`src/cdm_cfg.svh`:
```
// offsets, field positions, reset values and timing counts for the mode/power-down block
`ifndef CDM_CFG_SVH
`define CDM_CFG_SVH

`define CDM_OFS_CFG        8'h0F
`define CDM_OFS_TIMER      8'h10
`define CDM_OFS_DAC1       8'h11
`define CDM_OFS_DAC2       8'h12

`define CDM_CFG_RST        8'h19
`define CDM_TIMER_RST      8'h40
`define CDM_DAC_RST        8'hC0

`define CDM_BIT_EN_CH1     4
`define CDM_BIT_EN_CH2     3
`define CDM_MODE_MSB       2
`define CDM_MODE_LSB       0
`define CDM_TMO_MSB        5
`define CDM_TMO_LSB        0
`define CDM_BIT_DAC_ON     7
`define CDM_BIT_DAC_AUTO   6
`define CDM_CODE_MSB       5
`define CDM_CODE_LSB       0

`define CDM_MODE_IDLE      3'h0
`define CDM_MODE_CONT      3'h1
`define CDM_MODE_SINGLE    3'h2
`define CDM_MODE_PDOWN     3'h3

`define CDM_CODE_MAX       6'h3F
`define CDM_CODE_MIN       6'h00
`define CDM_TMO_OFF        6'h00

`define CDM_STEP_HOURS     64'h4
`define CDM_SEC_PER_HOUR   64'hE10
`define CDM_NS_PER_SEC     64'h3B9ACA00
`define CDM_CLK_PERIOD_NS  64'hA
`define CDM_STEP_CYCLES    (`CDM_STEP_HOURS * `CDM_SEC_PER_HOUR * `CDM_NS_PER_SEC \
                            / `CDM_CLK_PERIOD_NS)

`endif

```
`src/cdm_pkg.sv`:
```
// types shared by the mode/power-down control block
package cdm_pkg;
  typedef logic [7:0] cdm_byte_t;
  typedef logic [2:0] cdm_mode_t;
  typedef enum logic {CDM_ST_IDLE, CDM_ST_CONV} cdm_state_t;
endpackage

```
`src/cdm_control.sv`:
```
// conversion mode, channel enables, auto power-down timer and offset DAC registers
`timescale 1ns/100ps
`include "cdm_cfg.svh"

module cdm_control #(
  parameter int          AVG_W       = 16,
  parameter logic [63:0] STEP_CYCLES = `CDM_STEP_CYCLES
) (
  input  wire logic              sys_clk_in,
  input  wire logic              sys_rst_in,
  input  wire logic [7:0]        reg_addr_in,
  input  wire logic              reg_wr_in,
  input  wire cdm_pkg::cdm_byte_t reg_wdata_in,
  input  wire logic              reg_rd_in,
  output cdm_pkg::cdm_byte_t     reg_rdata_out,
  input  wire logic              cmp1_active_in,
  input  wire logic              cmp2_active_in,
  input  wire logic              adaptive_mode_in,
  input  wire logic              conv_done_in,
  input  wire logic [AVG_W-1:0]  ch1_avg_in,
  input  wire logic [AVG_W-1:0]  ch2_avg_in,
  output logic                   conv_start_out,
  output logic                   conv_channel_out,
  output logic                   analog_power_on_out,
  output logic                   ch1_dac_on_out,
  output logic [5:0]             ch1_dac_code_out,
  output logic                   ch2_dac_on_out,
  output logic [5:0]             ch2_dac_code_out
);
  import cdm_pkg::*;

  localparam logic [AVG_W-1:0] AVG_HIGH = AVG_W'(3) << (AVG_W - 2);
  localparam logic [AVG_W-1:0] AVG_LOW  = AVG_W'(1) << (AVG_W - 2);

  cdm_byte_t        converter_setup;
  cdm_byte_t        auto_sleep_timer;
  cdm_byte_t        offset_dac [2];
  cdm_state_t       state;
  logic             cur_ch;
  logic [1:0]       pend;
  logic [63:0]      presc;
  logic [5:0]       steps;
  logic [AVG_W-1:0] avg [2];

  cdm_mode_t  mode;
  logic       en1;
  logic       en2;
  logic       any_en;
  logic       wr_cfg;
  logic       wr_tmr;
  logic       done_hit;
  logic       single_end;
  logic       restart;
  logic       step_tick;
  logic       sleep_fire;
  logic [5:0] tmo;
  logic       next_ch;

  assign mode     = converter_setup[`CDM_MODE_MSB:`CDM_MODE_LSB];
  assign en1      = converter_setup[`CDM_BIT_EN_CH1];
  assign en2      = converter_setup[`CDM_BIT_EN_CH2];
  assign any_en   = en1 | en2;
  assign tmo      = auto_sleep_timer[`CDM_TMO_MSB:`CDM_TMO_LSB];
  assign wr_cfg   = reg_wr_in && (reg_addr_in == `CDM_OFS_CFG);
  assign wr_tmr   = reg_wr_in && (reg_addr_in == `CDM_OFS_TIMER);
  assign done_hit = (state == CDM_ST_CONV) && conv_done_in;
  assign avg[0]   = ch1_avg_in;
  assign avg[1]   = ch2_avg_in;

  // continuous mode alternates only while the other channel is enabled
  assign next_ch = cur_ch ? ~en1 : en2;

  // single sequence ends when no other channel is left pending
  assign single_end = done_hit && (mode == `CDM_MODE_SINGLE) &&
                      ((pend & ~(2'b01 << cur_ch)) == 2'b00);

  // setup register; a host write beats the hardware mode rewrite
  // timeout beats single end, else the expiry would be lost for 64 steps
  always_ff @(posedge sys_clk_in) begin
    if (sys_rst_in) begin
      converter_setup <= `CDM_CFG_RST;
    end else if (wr_cfg) begin
      converter_setup <= reg_wdata_in;
    end else if (sleep_fire) begin
      converter_setup[`CDM_MODE_MSB:`CDM_MODE_LSB] <= `CDM_MODE_PDOWN;
    end else if (single_end) begin
      converter_setup[`CDM_MODE_MSB:`CDM_MODE_LSB] <= `CDM_MODE_IDLE;
    end
  end

  // bits 7:6 are stored as written; the host keeps them at 01
  always_ff @(posedge sys_clk_in) begin
    if (sys_rst_in) begin
      auto_sleep_timer <= `CDM_TIMER_RST;
    end else if (wr_tmr) begin
      auto_sleep_timer <= reg_wdata_in;
    end
  end

  // reserved modes fall through to no conversion at all
  always_ff @(posedge sys_clk_in) begin
    if (sys_rst_in) begin
      state            <= CDM_ST_IDLE;
      cur_ch           <= 1'b0;
      pend             <= 2'b00;
      conv_start_out   <= 1'b0;
      conv_channel_out <= 1'b0;
    end else begin
      conv_start_out <= 1'b0;
      case (state)
        CDM_ST_IDLE: begin
          if (any_en && (mode == `CDM_MODE_CONT || mode == `CDM_MODE_SINGLE)) begin
            state            <= CDM_ST_CONV;
            cur_ch           <= ~en1;
            conv_channel_out <= ~en1;
            conv_start_out   <= 1'b1;
            pend             <= {en2, en1};
          end
        end
        CDM_ST_CONV: begin
          if (mode != `CDM_MODE_CONT && mode != `CDM_MODE_SINGLE) begin
            state <= CDM_ST_IDLE;
          end else if (conv_done_in) begin
            if (mode == `CDM_MODE_CONT && any_en) begin
              cur_ch           <= next_ch;
              conv_channel_out <= next_ch;
              conv_start_out   <= 1'b1;
            end else if (mode == `CDM_MODE_SINGLE && !single_end) begin
              cur_ch           <= ~cur_ch;
              conv_channel_out <= ~cur_ch;
              conv_start_out   <= 1'b1;
              pend             <= pend & ~(2'b01 << cur_ch);
            end else begin
              state <= CDM_ST_IDLE;
              pend  <= 2'b00;
            end
          end
        end
        default: begin
          state <= CDM_ST_IDLE;
        end
      endcase
    end
  end

  // analog side off only in power-down; the register port never sleeps
  assign analog_power_on_out = (mode != `CDM_MODE_PDOWN);

  // timeout: prescaler makes one tick per four-hour step
  assign restart = cmp1_active_in || cmp2_active_in || wr_tmr ||
                   (tmo == `CDM_TMO_OFF) || (mode == `CDM_MODE_PDOWN);
  assign step_tick  = (presc == STEP_CYCLES - 64'h1);
  assign sleep_fire = !restart && step_tick && ((steps + 6'h01) == tmo);

  always_ff @(posedge sys_clk_in) begin
    if (sys_rst_in || restart) begin
      presc <= 64'h0;
      steps <= 6'h00;
    end else if (step_tick) begin
      presc <= 64'h0;
      steps <= steps + 6'h01;
    end else begin
      presc <= presc + 64'h1;
    end
  end

  // per-channel offset DAC registers and self adjust
  genvar gi;
  generate
    for (gi = 0; gi < 2; gi++) begin : g_dac
      logic hit;
      logic adj;
      logic [5:0] code;
      assign hit  = reg_wr_in && (reg_addr_in == (gi == 0 ? `CDM_OFS_DAC1 : `CDM_OFS_DAC2));
      assign code = offset_dac[gi][`CDM_CODE_MSB:`CDM_CODE_LSB];
      assign adj  = done_hit && (cur_ch == 1'(gi)) && adaptive_mode_in &&
                    offset_dac[gi][`CDM_BIT_DAC_AUTO];
      always_ff @(posedge sys_clk_in) begin
        if (sys_rst_in) begin
          offset_dac[gi] <= `CDM_DAC_RST;
        end else if (hit) begin
          offset_dac[gi] <= reg_wdata_in;
        end else if (adj && avg[gi] > AVG_HIGH && code != `CDM_CODE_MAX) begin
          offset_dac[gi][`CDM_CODE_MSB:`CDM_CODE_LSB] <= code + 6'h01;
        end else if (adj && avg[gi] < AVG_LOW && code != `CDM_CODE_MIN) begin
          offset_dac[gi][`CDM_CODE_MSB:`CDM_CODE_LSB] <= code - 6'h01;
        end
      end
    end
  endgenerate

  assign ch1_dac_on_out   = offset_dac[0][`CDM_BIT_DAC_ON];
  assign ch1_dac_code_out = offset_dac[0][`CDM_CODE_MSB:`CDM_CODE_LSB];
  assign ch2_dac_on_out   = offset_dac[1][`CDM_BIT_DAC_ON];
  assign ch2_dac_code_out = offset_dac[1][`CDM_CODE_MSB:`CDM_CODE_LSB];

  // read data registered; unmapped offsets read zero
  always_ff @(posedge sys_clk_in) begin
    if (sys_rst_in) begin
      reg_rdata_out <= 8'h00;
    end else if (reg_rd_in) begin
      case (reg_addr_in)
        `CDM_OFS_CFG:   reg_rdata_out <= converter_setup;
        `CDM_OFS_TIMER: reg_rdata_out <= auto_sleep_timer;
        `CDM_OFS_DAC1:  reg_rdata_out <= offset_dac[0];
        `CDM_OFS_DAC2:  reg_rdata_out <= offset_dac[1];
        default:        reg_rdata_out <= 8'h00;
      endcase
    end
  end
endmodule

```
`config.mk`:
```
export PLATFORM = sky130hd
export DESIGN_NAME = cdm_control
export DESIGN_NICKNAME = d
export VERILOG_FILES = /design/src/cdm_pkg.sv /design/src/cdm_control.sv
export VERILOG_INCLUDE_DIRS = /design/src
export SDC_FILE = /design/constraint.sdc
export NUM_CORES = 1
export LEC_CHECK = 0
export ABC_AREA = 1
export ABC_CLOCK_PERIOD_IN_PS = 5200
export BUFFER_PORTS_ARGS = -buffer_cell sky130_fd_sc_hd__buf_4
export CORE_MARGIN = 2
export CORE_UTILIZATION = 45
export CTS_BUF_LIST = sky130_fd_sc_hd__clkbuf_4 sky130_fd_sc_hd__clkbuf_8
export DETAILED_ROUTE_END_ITERATION = 12
export SLEW_MARGIN = 25
export SYNTH_ARGS = -nofsm -noshare
export SYNTH_HDL_FRONTEND = slang
export SYNTH_SLANG_ARGS = --single-unit
export TNS_END_PERCENT = 1
```
`constraint.sdc`:
```
create_clock -name sys_clk_in -period 5.2 [get_ports sys_clk_in]
set_input_delay 0.26 -clock sys_clk_in [delete_from_list [all_inputs] [get_ports sys_clk_in]]
set_output_delay 0.26 -clock sys_clk_in [all_outputs]
set_load 0.01 [all_outputs]
```
==> results by group, run 1 <==
Setup path
  – Crit Path Max Fanout: 35
  – Worst path max stage delay: between 0.5 and 0.6 ns
  – Reg2reg start: presc[0]
  – WP data required: roughly 5.5 ns
  – Worst setup SP type: flip-flop
  – Critical Path AT: around 2.9 ns
  – Critical path's slowest cell: nand3_2
  – Critical path endpoint category: flip-flop
  – Worst setup path startpoint: presc[0]
  – WS Path Type: flip-flop to flip-flop
  – Crit-path cells: ha_1 -> nand3_4 -> nor2_8 -> nand2_2 -> nor2_4 -> nand2_4 -> nand3_2 -> buf_4 -> nor3b_1

Detailed routing
  – Via Count: ~6.9k
  – Post-route ant nets: 0
  – Initial DRC count: around 450
  – Routed WL: 20160 um
  – Pre-antenna DRT Iters: 5
  – Drt drc: 0
  – Via density: roughly 5
  – Routed len/inst: between 10 and 15 um

Synthesis
  – Synthesized area per cell: 6.642 sq um
  – Largest family of logic cells by synthesized area: simple AND/OR/NAND/NOR gates
  – Library cells used by synthesis: 45
  – Share of flip-flops with an asynchronous set or reset: 0
  – Post-synthesis sequential area ratio: 0.3417
  – Synth Area in XOR/XNOR: 0.04497
  – Mux share of post-synthesis cell area: 0
  – Yosys warns: 0
  – Count leader, synth: nand2_1
  – Top cells by area, synth: dfxtp_1, nand2_1, nor2_1
  – Post-synth EDFFs: 16
  – Top post-synthesis cells by count: nand2_1, nor2_1, inv_1
  – Post-Synth Simple-Gate Area: 0.4059
  – Post-Synthesis Cells: 1085
  – Register bit total from synthesis: roughly 120
  – Syn Std Cell Area: between 7000 and 8000 sq um
  – Top FF cell, synth: dfxtp_1
  – Adder-cell share of the synthesized area: 0.01389
  – Post-synth top area share: 0.2750
  – Synth Area in Compound Gates: 0.09236
  – Leading area contributor after synthesis: dfxtp_1
  – Syn_nets: between 1k and 1.5k

CTS
  – Hold-fix buffers at CTS: 0
  – Clk root buf: clkbuf_8
  – Clk Latency, worst-skew pair: ~0.44 ns
  – Post-CTS Resized: 0
  – CTS HTree Levels: 4
  – CTS sink cnt: between 100 and 150
  – Reg clk slew, reported paths: ~0.08 ns
  – CTS tree: yes
  – Worst-case clock buffer depth: 2
  – Post-CTS Setup Bufs: 0
  – TritonCTS buffer count: 17

Floorplanning
  – Die area: 17040 sq um
  – Row count: 46
  – IO Pins: about 80
  – Initial Util: 0.4570
  – Die Ht: 130.6 um
  – Die W: about 130 um
  – CORE AREA: between 15000 and 20000 sq um

Power and ir drop
  – PD cells: approximately 230 nW/um^2
  – Leakage: roughly 3.3 nW
  – Max IR drop VDD: 0.1504 mV

GRT
  – Grt total ovfl: 0
  – Initial antenna violation count: 0
  – Tot GR Track Use: 0.2465
  – Largest net degree at the start of global routing: 36
  – Vias in the first global route: ~6.5k
  – First-pass GRT wire length: 32370 um

Placement
  – Gpl congestion: about 0.92
  – Post-DP HPWL: ~16000 um
  – Pre-CTS WS: between 2 and 3 ns
  – I/O Buffers: 80

Cells and area
  – Final net count: roughly 1.2k
  – Post-layout util: 0.5283
  – Area grow syn2layout: 15.61%
  – Layout cells sized above 1: 0.1607
  – Diodes inserted: 0

Timing
  – Slew Limit Fails: 0
  – Unrepaired setup endpoints after global routing: false
  – Crit path time final: 2.552 ns
  – Slew Limit Headroom: 0.4258
  – TNS Setup: 0 ns
  – Final setup viols: 0
  – Final worst slack: ~2.6 ns
  – Final worst-path cycle share: 0.4907
  – Final hold vios: 0
  – Least-Margin Pin Slew: ~0.85 ns
  – Clock skew: 0.007333 ns
  – Fmax: 391.9 MHz

Min path
  – Hold_sp: reg_wdata_in[4]
  – Class of the worst hold path: input port to flip-flop

Job
  – Max-cap viol count: 0

Outcome
  – Outcome: finished, final reports clean
-- critical path, delay by kind of cell (launching register included) --
family / cells / cell delay [ns]
adders and majority gates: 1 / 0.28
buffers and inverters: 1 / 0.41
DFF: 1 / 0.37
and+or+nand+nor: 7 / 1.33
-- sequential cells by signal (all words and copies together), names as in the netlist, 2 cells and up --
name              cells
offset_dac           16
converter_setup       8
steps                 6
presc                64
pend                  2
auto_sleep_timer      8
reg_rdata_out         8
-- worst paths after layout --
path | end | slack, ns | cells after the start
worst max register to register | presc[41] | 2.65 | 9
worst max-delay path | presc[41] | 2.65 | 9
worst min register to register | converter_setup[5] | 0.45 | 2
worst min-delay path | converter_setup[4] | 0.09 | 3
-- metrics by stage --
stage	cells	power (mW)	area [sq um]	hold WS [ns]
3_3_place_gp	1354	1.050	7904	0.4389
3_5_place_dp	1354	1.050	7904	0.4450
4_1_cts	1386	1.953	8332	0.06358
2_1_floorplan	1085	0.9900	7207	0.3732
6_report	1386	1.940	8332	0.09395
5_1_grt	1386	2.006	8332	0.08941
-- placed cells by master, fill, tap and decap left out, drive strengths merged, types with 21 or more instances in the layout --
cell,count
a21oi,66
buf,82
dfxtp,99
inv,144
nand2,249
nand3,93
nand4,27
nor2,172
nor3,45
o21ai,46
or2,21
xor2,26
-- routing by layer --
metal | part of all wire | global-route usage
met5 | 0 | 0
met4 | 0.031 | 0.09262
met3 | 0.044 | 0.05375
met2 | 0.47 | 0.4161
met1 | 0.45 | 0.3096
-- area by class of cell --
class                   instances  area (sq um)
clock buffers                  20         275.3
clock inverters                12         152.6
fillers                      1636          7438
inverters                     144         540.5
multi-input cells             797          4015
flip-flops and latches        115          2462
well taps                     216         270.3
repair buffers                 82         615.6
-- cells by family after synthesis --
group | count (synthesis)
buffers and inverters | 173
xor gates and xnor gates | 37
and+or+nand+nor | 625
adders and majority gates | 8
DFF | 115
AOI/OAI and AO/OA | 127
-- power by group --
part / total, mW / switching [mW] / leakage (nW) / internal (mW)
clock network: 0.910 / 0.398 / 0.212 / 0.512
registers: 0.921 / 0.0117 / 0.963 / 0.909
logic: 0.109 / 0.0587 / 2.08 / 0.0506
(Power assumes the default switching activity.)
==> run 2: changes to the inputs <==
- ABC_AREA: 1 -> 0
- ABC_CLOCK_PERIOD_IN_PS: 5200 -> 2300
- PLACE_DENSITY: not set -> 0.67
- clock period: 5.2 -> 2.3 ns (I/O delays scaled with it)
==> run 2 against run 1 <==
Non-clock buffer count is 35 higher. Worst hold slack better by 0.055 ns. Largest power group is now the clock network. Power up 130%. Sequential power rose by 120%. Flip-flop and latch count stayed put. Register-to-register slack worse by 2.5 ns. Critical path depth down 2.
==> results by group, run 2 <==
Floorplanning
  – Die W: 121.7 um (-6.8%)
  – Initial Util: 0.4544 (-0.002552)
  – Die area: 14810 sq um (-13%)
  – Row count: 43 (-6.5%)
  – CORE AREA: 13720 sq um (-13%)
  – Die Ht: 121.7 um (-6.8%)
  – IO Pins: 81 (unchanged)

Synthesis
  – Top cells by area, synth: dfxtp_1, xnor2_1, edfxtp_1
  – Syn Std Cell Area: 6235 sq um (-13%)
  – Post-synthesis sequential area ratio: 0.3949 (+0.05328)
  – Top post-synthesis cells by count: nor2_1, dfxtp_1, xnor2_1
  – Post-Synthesis Cells: 727 (-33%)
  – Synthesized area per cell: 8.576 sq um (+29%)
  – Library cells used by synthesis: 64 (+42%)
  – Post-synth top area share: 0.3179 (+0.04288)
  – Syn_nets: 791 (-31%)
  – Yosys warns: 0 (unchanged)
  – Leading area contributor after synthesis: dfxtp_1
  – Register bit total from synthesis: 115 (unchanged)
  – Post-synth EDFFs: 16 (unchanged)
  – Top FF cell, synth: dfxtp_1
  – Count leader, synth: nor2_1
  – Share of flip-flops with an asynchronous set or reset: 0 (unchanged)

CTS
  – CTS HTree Levels: 4 (unchanged)
  – CTS sink cnt: 115 (unchanged)
  – Clk Latency, worst-skew pair: 0.43 ns (about the same)
  – CTS tree: yes
  – TritonCTS buffer count: 17 (unchanged)
  – Worst-case clock buffer depth: 2 (unchanged)
  – Post-CTS Setup Bufs: 0 (unchanged)
  – Clk root buf: clkbuf_8
  – Reg clk slew, reported paths: 0.07 ns (about the same)

GRT
  – Vias in the first global route: 5400 (-17%)
  – First-pass GRT wire length: 25390 um (-22%)
  – Grt total ovfl: 0 (unchanged)
  – Tot GR Track Use: 0.2170 (-0.02953)
  – Initial antenna violation count: 0 (unchanged)
  – Largest net degree at the start of global routing: 34 (-5.6%)

Setup path
  – Critical path's slowest cell: edfxtp_1
  – WS Path Type: flip-flop to flip-flop
  – Crit-path cells: inv_1 -> ha_1 -> a311o_1 -> a211oi_2 -> inv_2 -> and3_1 -> a211o_1
  – WP data required: 2.47 ns (-3.05 ns)
  – Worst path max stage delay: 0.44 ns (-0.11 ns)
  – Critical Path AT: 2.27 ns (-0.60 ns)
  – Critical path endpoint category: flip-flop
  – Crit Path Max Fanout: 6 (-83%)
  – Worst setup SP type: flip-flop

Detailed routing
  – Pre-antenna DRT Iters: 5 (unchanged)
  – Post-route ant nets: 0 (unchanged)
  – Routed len/inst: 15.35 um (+5.5%)
  – Via Count: 5505 (-21%)
  – Initial DRC count: 401 (-12%)
  – Drt drc: 0 (unchanged)
  – Routed WL: 15600 um (-23%)
  – Via density: 5.418 (+8.2%)

Cells and area
  – Area grow syn2layout: 22.38%
  – Final net count: 887 (-27%)
  – Layout cells sized above 1: 0.2010 (+0.04027)
  – Biggest register: presc
  – Max reg flops: 64 (unchanged)
  – Largest regs: presc: 64 flops, offset_dac: 16 flops
  – Most common cell after layout, fill and taps aside: nor2_1
  – Fill cell count: 1285 (-21%)
  – Most frequent cells in the layout: nor2_1, buf_4, dfxtp_1
  – Diodes inserted: 0 (unchanged)

Power and ir drop
  – Internal: 3.503 mW (+140%)
  – Switching share of power: 0.2112 (-0.03038)
  – Tot Pwr: 4.441 mW (+130%)
  – PD cells: 582.1 nW/um^2 (+150%)
  – Clock power frac: 0.471 (+0.002)
  – Seq pwr share: 0.467 (-0.007)
  – Leakage: 2.850 nW (-12%)
  – Max IR drop VDD: 0.6568 mV (+340%)
  – Psw: 0.9382 mW (+100%)
  – Logic pwr share: 0.062 (+0.006)

Outcome
  – Outcome: finished, final reports clean

Placement
  – I/O Buffers: 80 (unchanged)
  – Gpl congestion: 0.8585 (-6.8%)
  – Post-DP HPWL: 11720 um (-26%)

Timing
  – Crit path time final: 2.103 ns (-0.4485 ns)
  – Slew Limit Headroom: 0.6420 (+0.2162)
  – Final hold vios: 0 (unchanged)
  – Final worst-path cycle share: 0.9144 (+0.4237)
  – Clock skew: 0.01309 ns (+0.005752 ns)
  – Slew Limit Fails: 0 (unchanged)
  – Least-Margin Pin Slew: 0.5350 ns (-0.3184 ns)
  – Final setup viols: 0 (unchanged)
  – Unrepaired setup endpoints after global routing: false
  – Fmax: 475.5 MHz (+21%)
  – TNS Setup: 0 ns (unchanged)

Min path
  – Class of the worst hold path: input port to flip-flop

Job
  – Max-cap viol count: 0 (unchanged)
-- run 2: cell types whose count changed in the layout (fill, tap and decap cells not counted), moves of 11 or more --
cell and change:
o21ai_0 -31, xnor2_1 +47, nor4_1 +11, nor2_1 -28, inv_2 -23, buf_4 +25, nor3_1 -16, a21oi_1 -44
a22o_1 +16, nand3_1 -55, inv_1 -94, nand2_1 -187
-- run 2: power groups by stage --
stage	Combinational, mW	Sequential, mW	Clock, mW
global placement	0.258	2.12	0
detailed placement	0.263	2.12	0
global route	0.301	2.08	2.21
floorplan	0.123	2.11	0
finish	0.277	2.07	2.09
CTS	0.276	2.07	2.13
-- run 2: logic make-up after synthesis --
kind of cell,Yosys count,share of synthesized area
buffers and inverters,65,0.04917
AO/OA/AOI/OAI,88,0.1040
multiplexers,9,0.01445
XOR/XNOR,86,0.1208
adder cells (fa/ha/maj),8,0.01606
flip-flops,115,0.3949
AND/OR/NAND/NOR,356,0.3006
-- run 2: metrics by stage --
step | util | hold WS (ns) | instances | area [sq um] | worst slack, ns
detailed placement | 0.5170 | 0.3932 | 976 | 7093 | 0.08251
CTS | 0.5555 | 0.09105 | 1016 | 7621 | 0.08933
floorplan | - | 0.2392 | 727 | 6235 | 0.2620
global route | 0.5561 | 0.1385 | 1016 | 7630 | 0.004836
global placement | 0.5170 | 0.3842 | 976 | 7093 | 0.1435
finish | 0.5561 | 0.1489 | 1016 | 7630 | 0.1969
-- run 2: path summary, 6_finish.rpt --
check / start / endpoint / slack (ns) / cells after the start
setup / recovery: offset_dac[1][1] / offset_dac[1][2] / 0.20 / 7
hold / removal: conv_done_in / state / 0.15 / 4
setup reg to reg: offset_dac[1][1] / offset_dac[1][2] / 0.20 / 7
hold reg to reg: presc[0] / presc[0] / 0.46 / 1
-- run 2: critical path, delay by kind of cell (launching register included) --
| kind | cells | cell delay [ns] |
|---|---|---|
| DFF | 1 | 0.44 |
| AOI/OAI and AO/OA | 3 | 0.80 |
| adders and majority gates | 1 | 0.20 |
| buffers and inverters | 2 | 0.23 |
| and+or+nand+nor | 1 | 0.18 |
-- run 2: cell type report --
class | count | area [sq um] | area share
timing repair buffer | 117 | 923.4 | 0.1210
tap | 180 | 225.2 | 0.02952
sequential | 115 | 2462 | 0.3227
clock buffer | 23 | 297.8 | 0.03903
multi-input combinational | 547 | 3477 | 0.4557
clock inverter | 9 | 150.1 | 0.01968
inverter | 25 | 93.84 | 0.01230
-- run 2: per-layer routing --
layer  track usage  vias to the layer above  wire (um)
li1              -                     2727          -
met1        0.2484                     2585       6776
met2        0.3841                      162       7575
met3       0.05524                       31        758
met4       0.09124                        0        487
met5             0                        -          0
-- run 2: what timing repair did --
action                                  in CTS  in global routing
hold buffers                                 8                  0
endpoints found under the setup margin       0                 13
hold endpoints to repair                    18                  0
resized for setup                            0                  3
==> run 3: changes to the inputs <==
- ABC_AREA: 0 -> 1
- PLACE_DENSITY: 0.67 -> 0.66
==> run 3 against run 2 <==
Count of clock-buffer cells in the layout decreased by 4. Non-clock buffer count decreased by 16. Combinational power decreased by 2%. Worst hold slack got worse by 0.12 ns. First-iteration DRC count increased by 38%. Fmax increased by 5.2%. Clock skew decreased by 0.0039 ns. Flip-flop and latch count unchanged. Critical path depth increased by 3.
==> results by group, run 3 (synthesis results as in run 1) <==
Cells and area
  – Final net count: 1240 (+40%)
  – Layout cells sized above 1: 0.1657 (-0.03527)
  – Fill cell count: 1637 (+27%)
  – Max reg flops: 64 (unchanged)
  – Largest regs: presc: 64 flops, offset_dac: 16 flops
  – Area grow syn2layout: 17.71%
  – Diodes inserted: 0 (unchanged)
  – Biggest register: presc
  – Register area: 2462 sq um (unchanged)
  – Multi-input gate area: 4015 sq um (+15%)
  – Most frequent cells in the layout: nand2_1, nor2_1, inv_1
  – Most common cell after layout, fill and taps aside: nand2_1

Min path
  – Hold Path Sink: converter_setup[5]
  – Hold path depth: 3 (-1)
  – Class of the worst hold path: input port to flip-flop
  – Hold_sp: reg_wdata_in[5]

Job
  – Max-cap viol count: 0 (unchanged)

Detailed routing
  – Initial DRC count: 554 (+38%)
  – Routed len/inst: 14.62 um (-4.8%)
  – Routed WL: 20540 um (+32%)
  – Post-route ant nets: 0 (unchanged)
  – Pre-antenna DRT Iters: 5 (unchanged)
  – Via Count: 7262 (+32%)
  – Drt drc: 0 (unchanged)
  – Via density: 5.169 (-4.6%)

Outcome
  – Outcome: finished, final reports clean

CTS
  – Post-CTS Setup Bufs: 0 (unchanged)
  – CTS sink cnt: 115 (unchanged)
  – CTS tree: yes
  – TritonCTS buffer count: 17 (unchanged)
  – Worst-case clock buffer depth: 2 (unchanged)
  – Clk root buf: clkbuf_8
  – CTS HTree Levels: 4 (unchanged)
  – Reg clk slew, reported paths: 0.08 ns (about the same)
  – Clk Latency, worst-skew pair: 0.44 ns (about the same)

Floorplanning
  – IO Pins: 81 (unchanged)
  – Die area: 17040 sq um (+15%)
  – Row count: 46 (+7.0%)
  – Die Ht: 130.6 um (+7.3%)
  – Die W: 130.6 um (+7.3%)
  – CORE AREA: 15770 sq um (+15%)
  – Initial Util: 0.4570 (+0.002552)

GRT
  – Grt total ovfl: 0 (unchanged)
  – First-pass GRT wire length: 33730 um (+33%)
  – Initial antenna violation count: 0 (unchanged)
  – Tot GR Track Use: 0.2534 (+0.03642)
  – Vias in the first global route: 6910 (+28%)
  – Largest net degree at the start of global routing: 26 (-24%)

Setup path
  – Crit Path Max Fanout: 8 (+2)
  – Worst setup SP type: flip-flop
  – Reg2reg start: offset_dac[1][1]
  – R2R setup slack: 0.30 ns (+0.10 ns)
  – Critical Path AT: 2.14 ns (-0.13 ns)
  – Critical path's slowest cell: edfxtp_1
  – Worst path max stage delay: 0.45 ns (about the same)
  – Critical path endpoint category: flip-flop
  – Worst r2r path cells: 10 (+3)
  – WS Path Type: flip-flop to flip-flop
  – FF-to-FF End: offset_dac[1][5]
  – Crit-path cells: ha_1 -> nand3_1 -> nor3_1 -> nor2_1 -> o31ai_1 -> nor2_4 -> inv_2 -> nand3_2 -> inv_2 -> nand2_1
  – CP dominant cell by count: inv_2
  – WP data required: 2.44 ns (-0.03 ns)

Placement
  – Post-DP HPWL: 16160 um (+38%)
  – I/O Buffers: 80 (unchanged)
  – Pre-CTS WS: 0.3210 ns (+0.2385 ns)
  – Gpl congestion: 0.9464 (+10%)

Timing
  – Unrepaired setup endpoints after global routing: false
  – Slew Limit Headroom: 0.5449 (-0.09709)
  – Crit path time final: 1.999 ns (-0.1042 ns)
  – Least-Margin Pin Slew: 0.6764 ns (+0.1414 ns)
  – Final worst slack: 0.3012 ns (+0.1042 ns)
  – Fmax: 500.3 MHz (+5.2%)
  – Final hold vios: 0 (unchanged)
  – Clock skew: 0.009220 ns (-0.003866 ns)
  – Final setup viols: 0 (unchanged)
  – TNS Setup: 0 ns (unchanged)
  – Final worst-path cycle share: 0.8691 (-0.04532)
  – Slew Limit Fails: 0 (unchanged)

Power and ir drop
  – PD cells: 513.7 nW/um^2 (-12%)
  – Leakage: 3.326 nW (+17%)
  – Clock power frac: 0.461 (-0.010)
  – Switching share of power: 0.2443 (+0.03307)
  – Max IR drop VDD: 0.3552 mV (-46%)
  – Seq pwr share: 0.477 (+0.010)
  – Logic pwr share: 0.062 (about the same)
  – Internal: 3.293 mW (-6.0%)
  – Psw: 1.065 mW (+13%)
-- run 3: worst max path at each step --
stage | end | slack [ns] | start
after global placement | presc[46] | 0.37 | presc[0]
after CTS | offset_dac[1][3] | 0.31 | offset_dac[1][1]
after global routing | presc[46] | 0.13 | presc[0]
after detailed placement | offset_dac[1][4] | 0.32 | offset_dac[1][1]
after floorplan | offset_dac[1][0] | 0.49 | offset_dac[1][0]
final | offset_dac[1][5] | 0.30 | offset_dac[1][1]
-- run 3: power groups by stage --
stage | Sequential (mW) | Combinational [mW] | Clock [mW]
2_1_floorplan | 2.12 | 0.123 | 0
3_3_place_gp | 2.12 | 0.254 | 0
3_5_place_dp | 2.12 | 0.256 | 0
4_1_cts | 2.08 | 0.271 | 2.04
5_1_grt | 2.08 | 0.298 | 2.14
6_report | 2.08 | 0.272 | 2.01
-- run 3: timing repair --
action	CTS	global route
resized for setup	0	0
hold buffers	10	0
hold endpoints to repair	28	0
-- run 3: stage by stage --
stage          std cells  hold WS, ns  total power [mW]  cell area [sq um]    util
2_1_floorplan       1085       0.2282             2.238               7207       -
3_3_place_gp        1363       0.4030             2.376               7971  0.5055
3_5_place_dp        1363       0.3973             2.378               7971  0.5055
4_1_cts             1405     0.006075             4.387               8483  0.5379
5_1_grt             1405      0.01547             4.512               8483  0.5379
6_report            1405      0.02524             4.358               8483  0.5379
-- run 3: layer usage --
layer / track usage / part of all wire / up-vias
met1: 0.3274 / 0.44 / 3279
met4: 0.08135 / 0.019 / 0
met3: 0.05782 / 0.066 / 34
li1: - / - / 3687
met2: 0.4216 / 0.47 / 262
met5: 0 / 0 / -
-- run 3: critical path, delay by kind of cell (launching register included) --
family          cells  cell delay (ns)
simple gates        6             0.75
buf+inv             2             0.14
fa+ha+maj           1             0.24
flops               1             0.45
compound gates      1             0.11
-- run 3: cell type report --
cell class,count,share of cell area
Clock buffer,19,0.03009
Clock inverter,13,0.01844
Inverter,144,0.06372
Multi-Input combinational cell,797,0.4733
Sequential cell,115,0.2903
Tap cell,216,0.03186
Timing Repair Buffer,101,0.09233
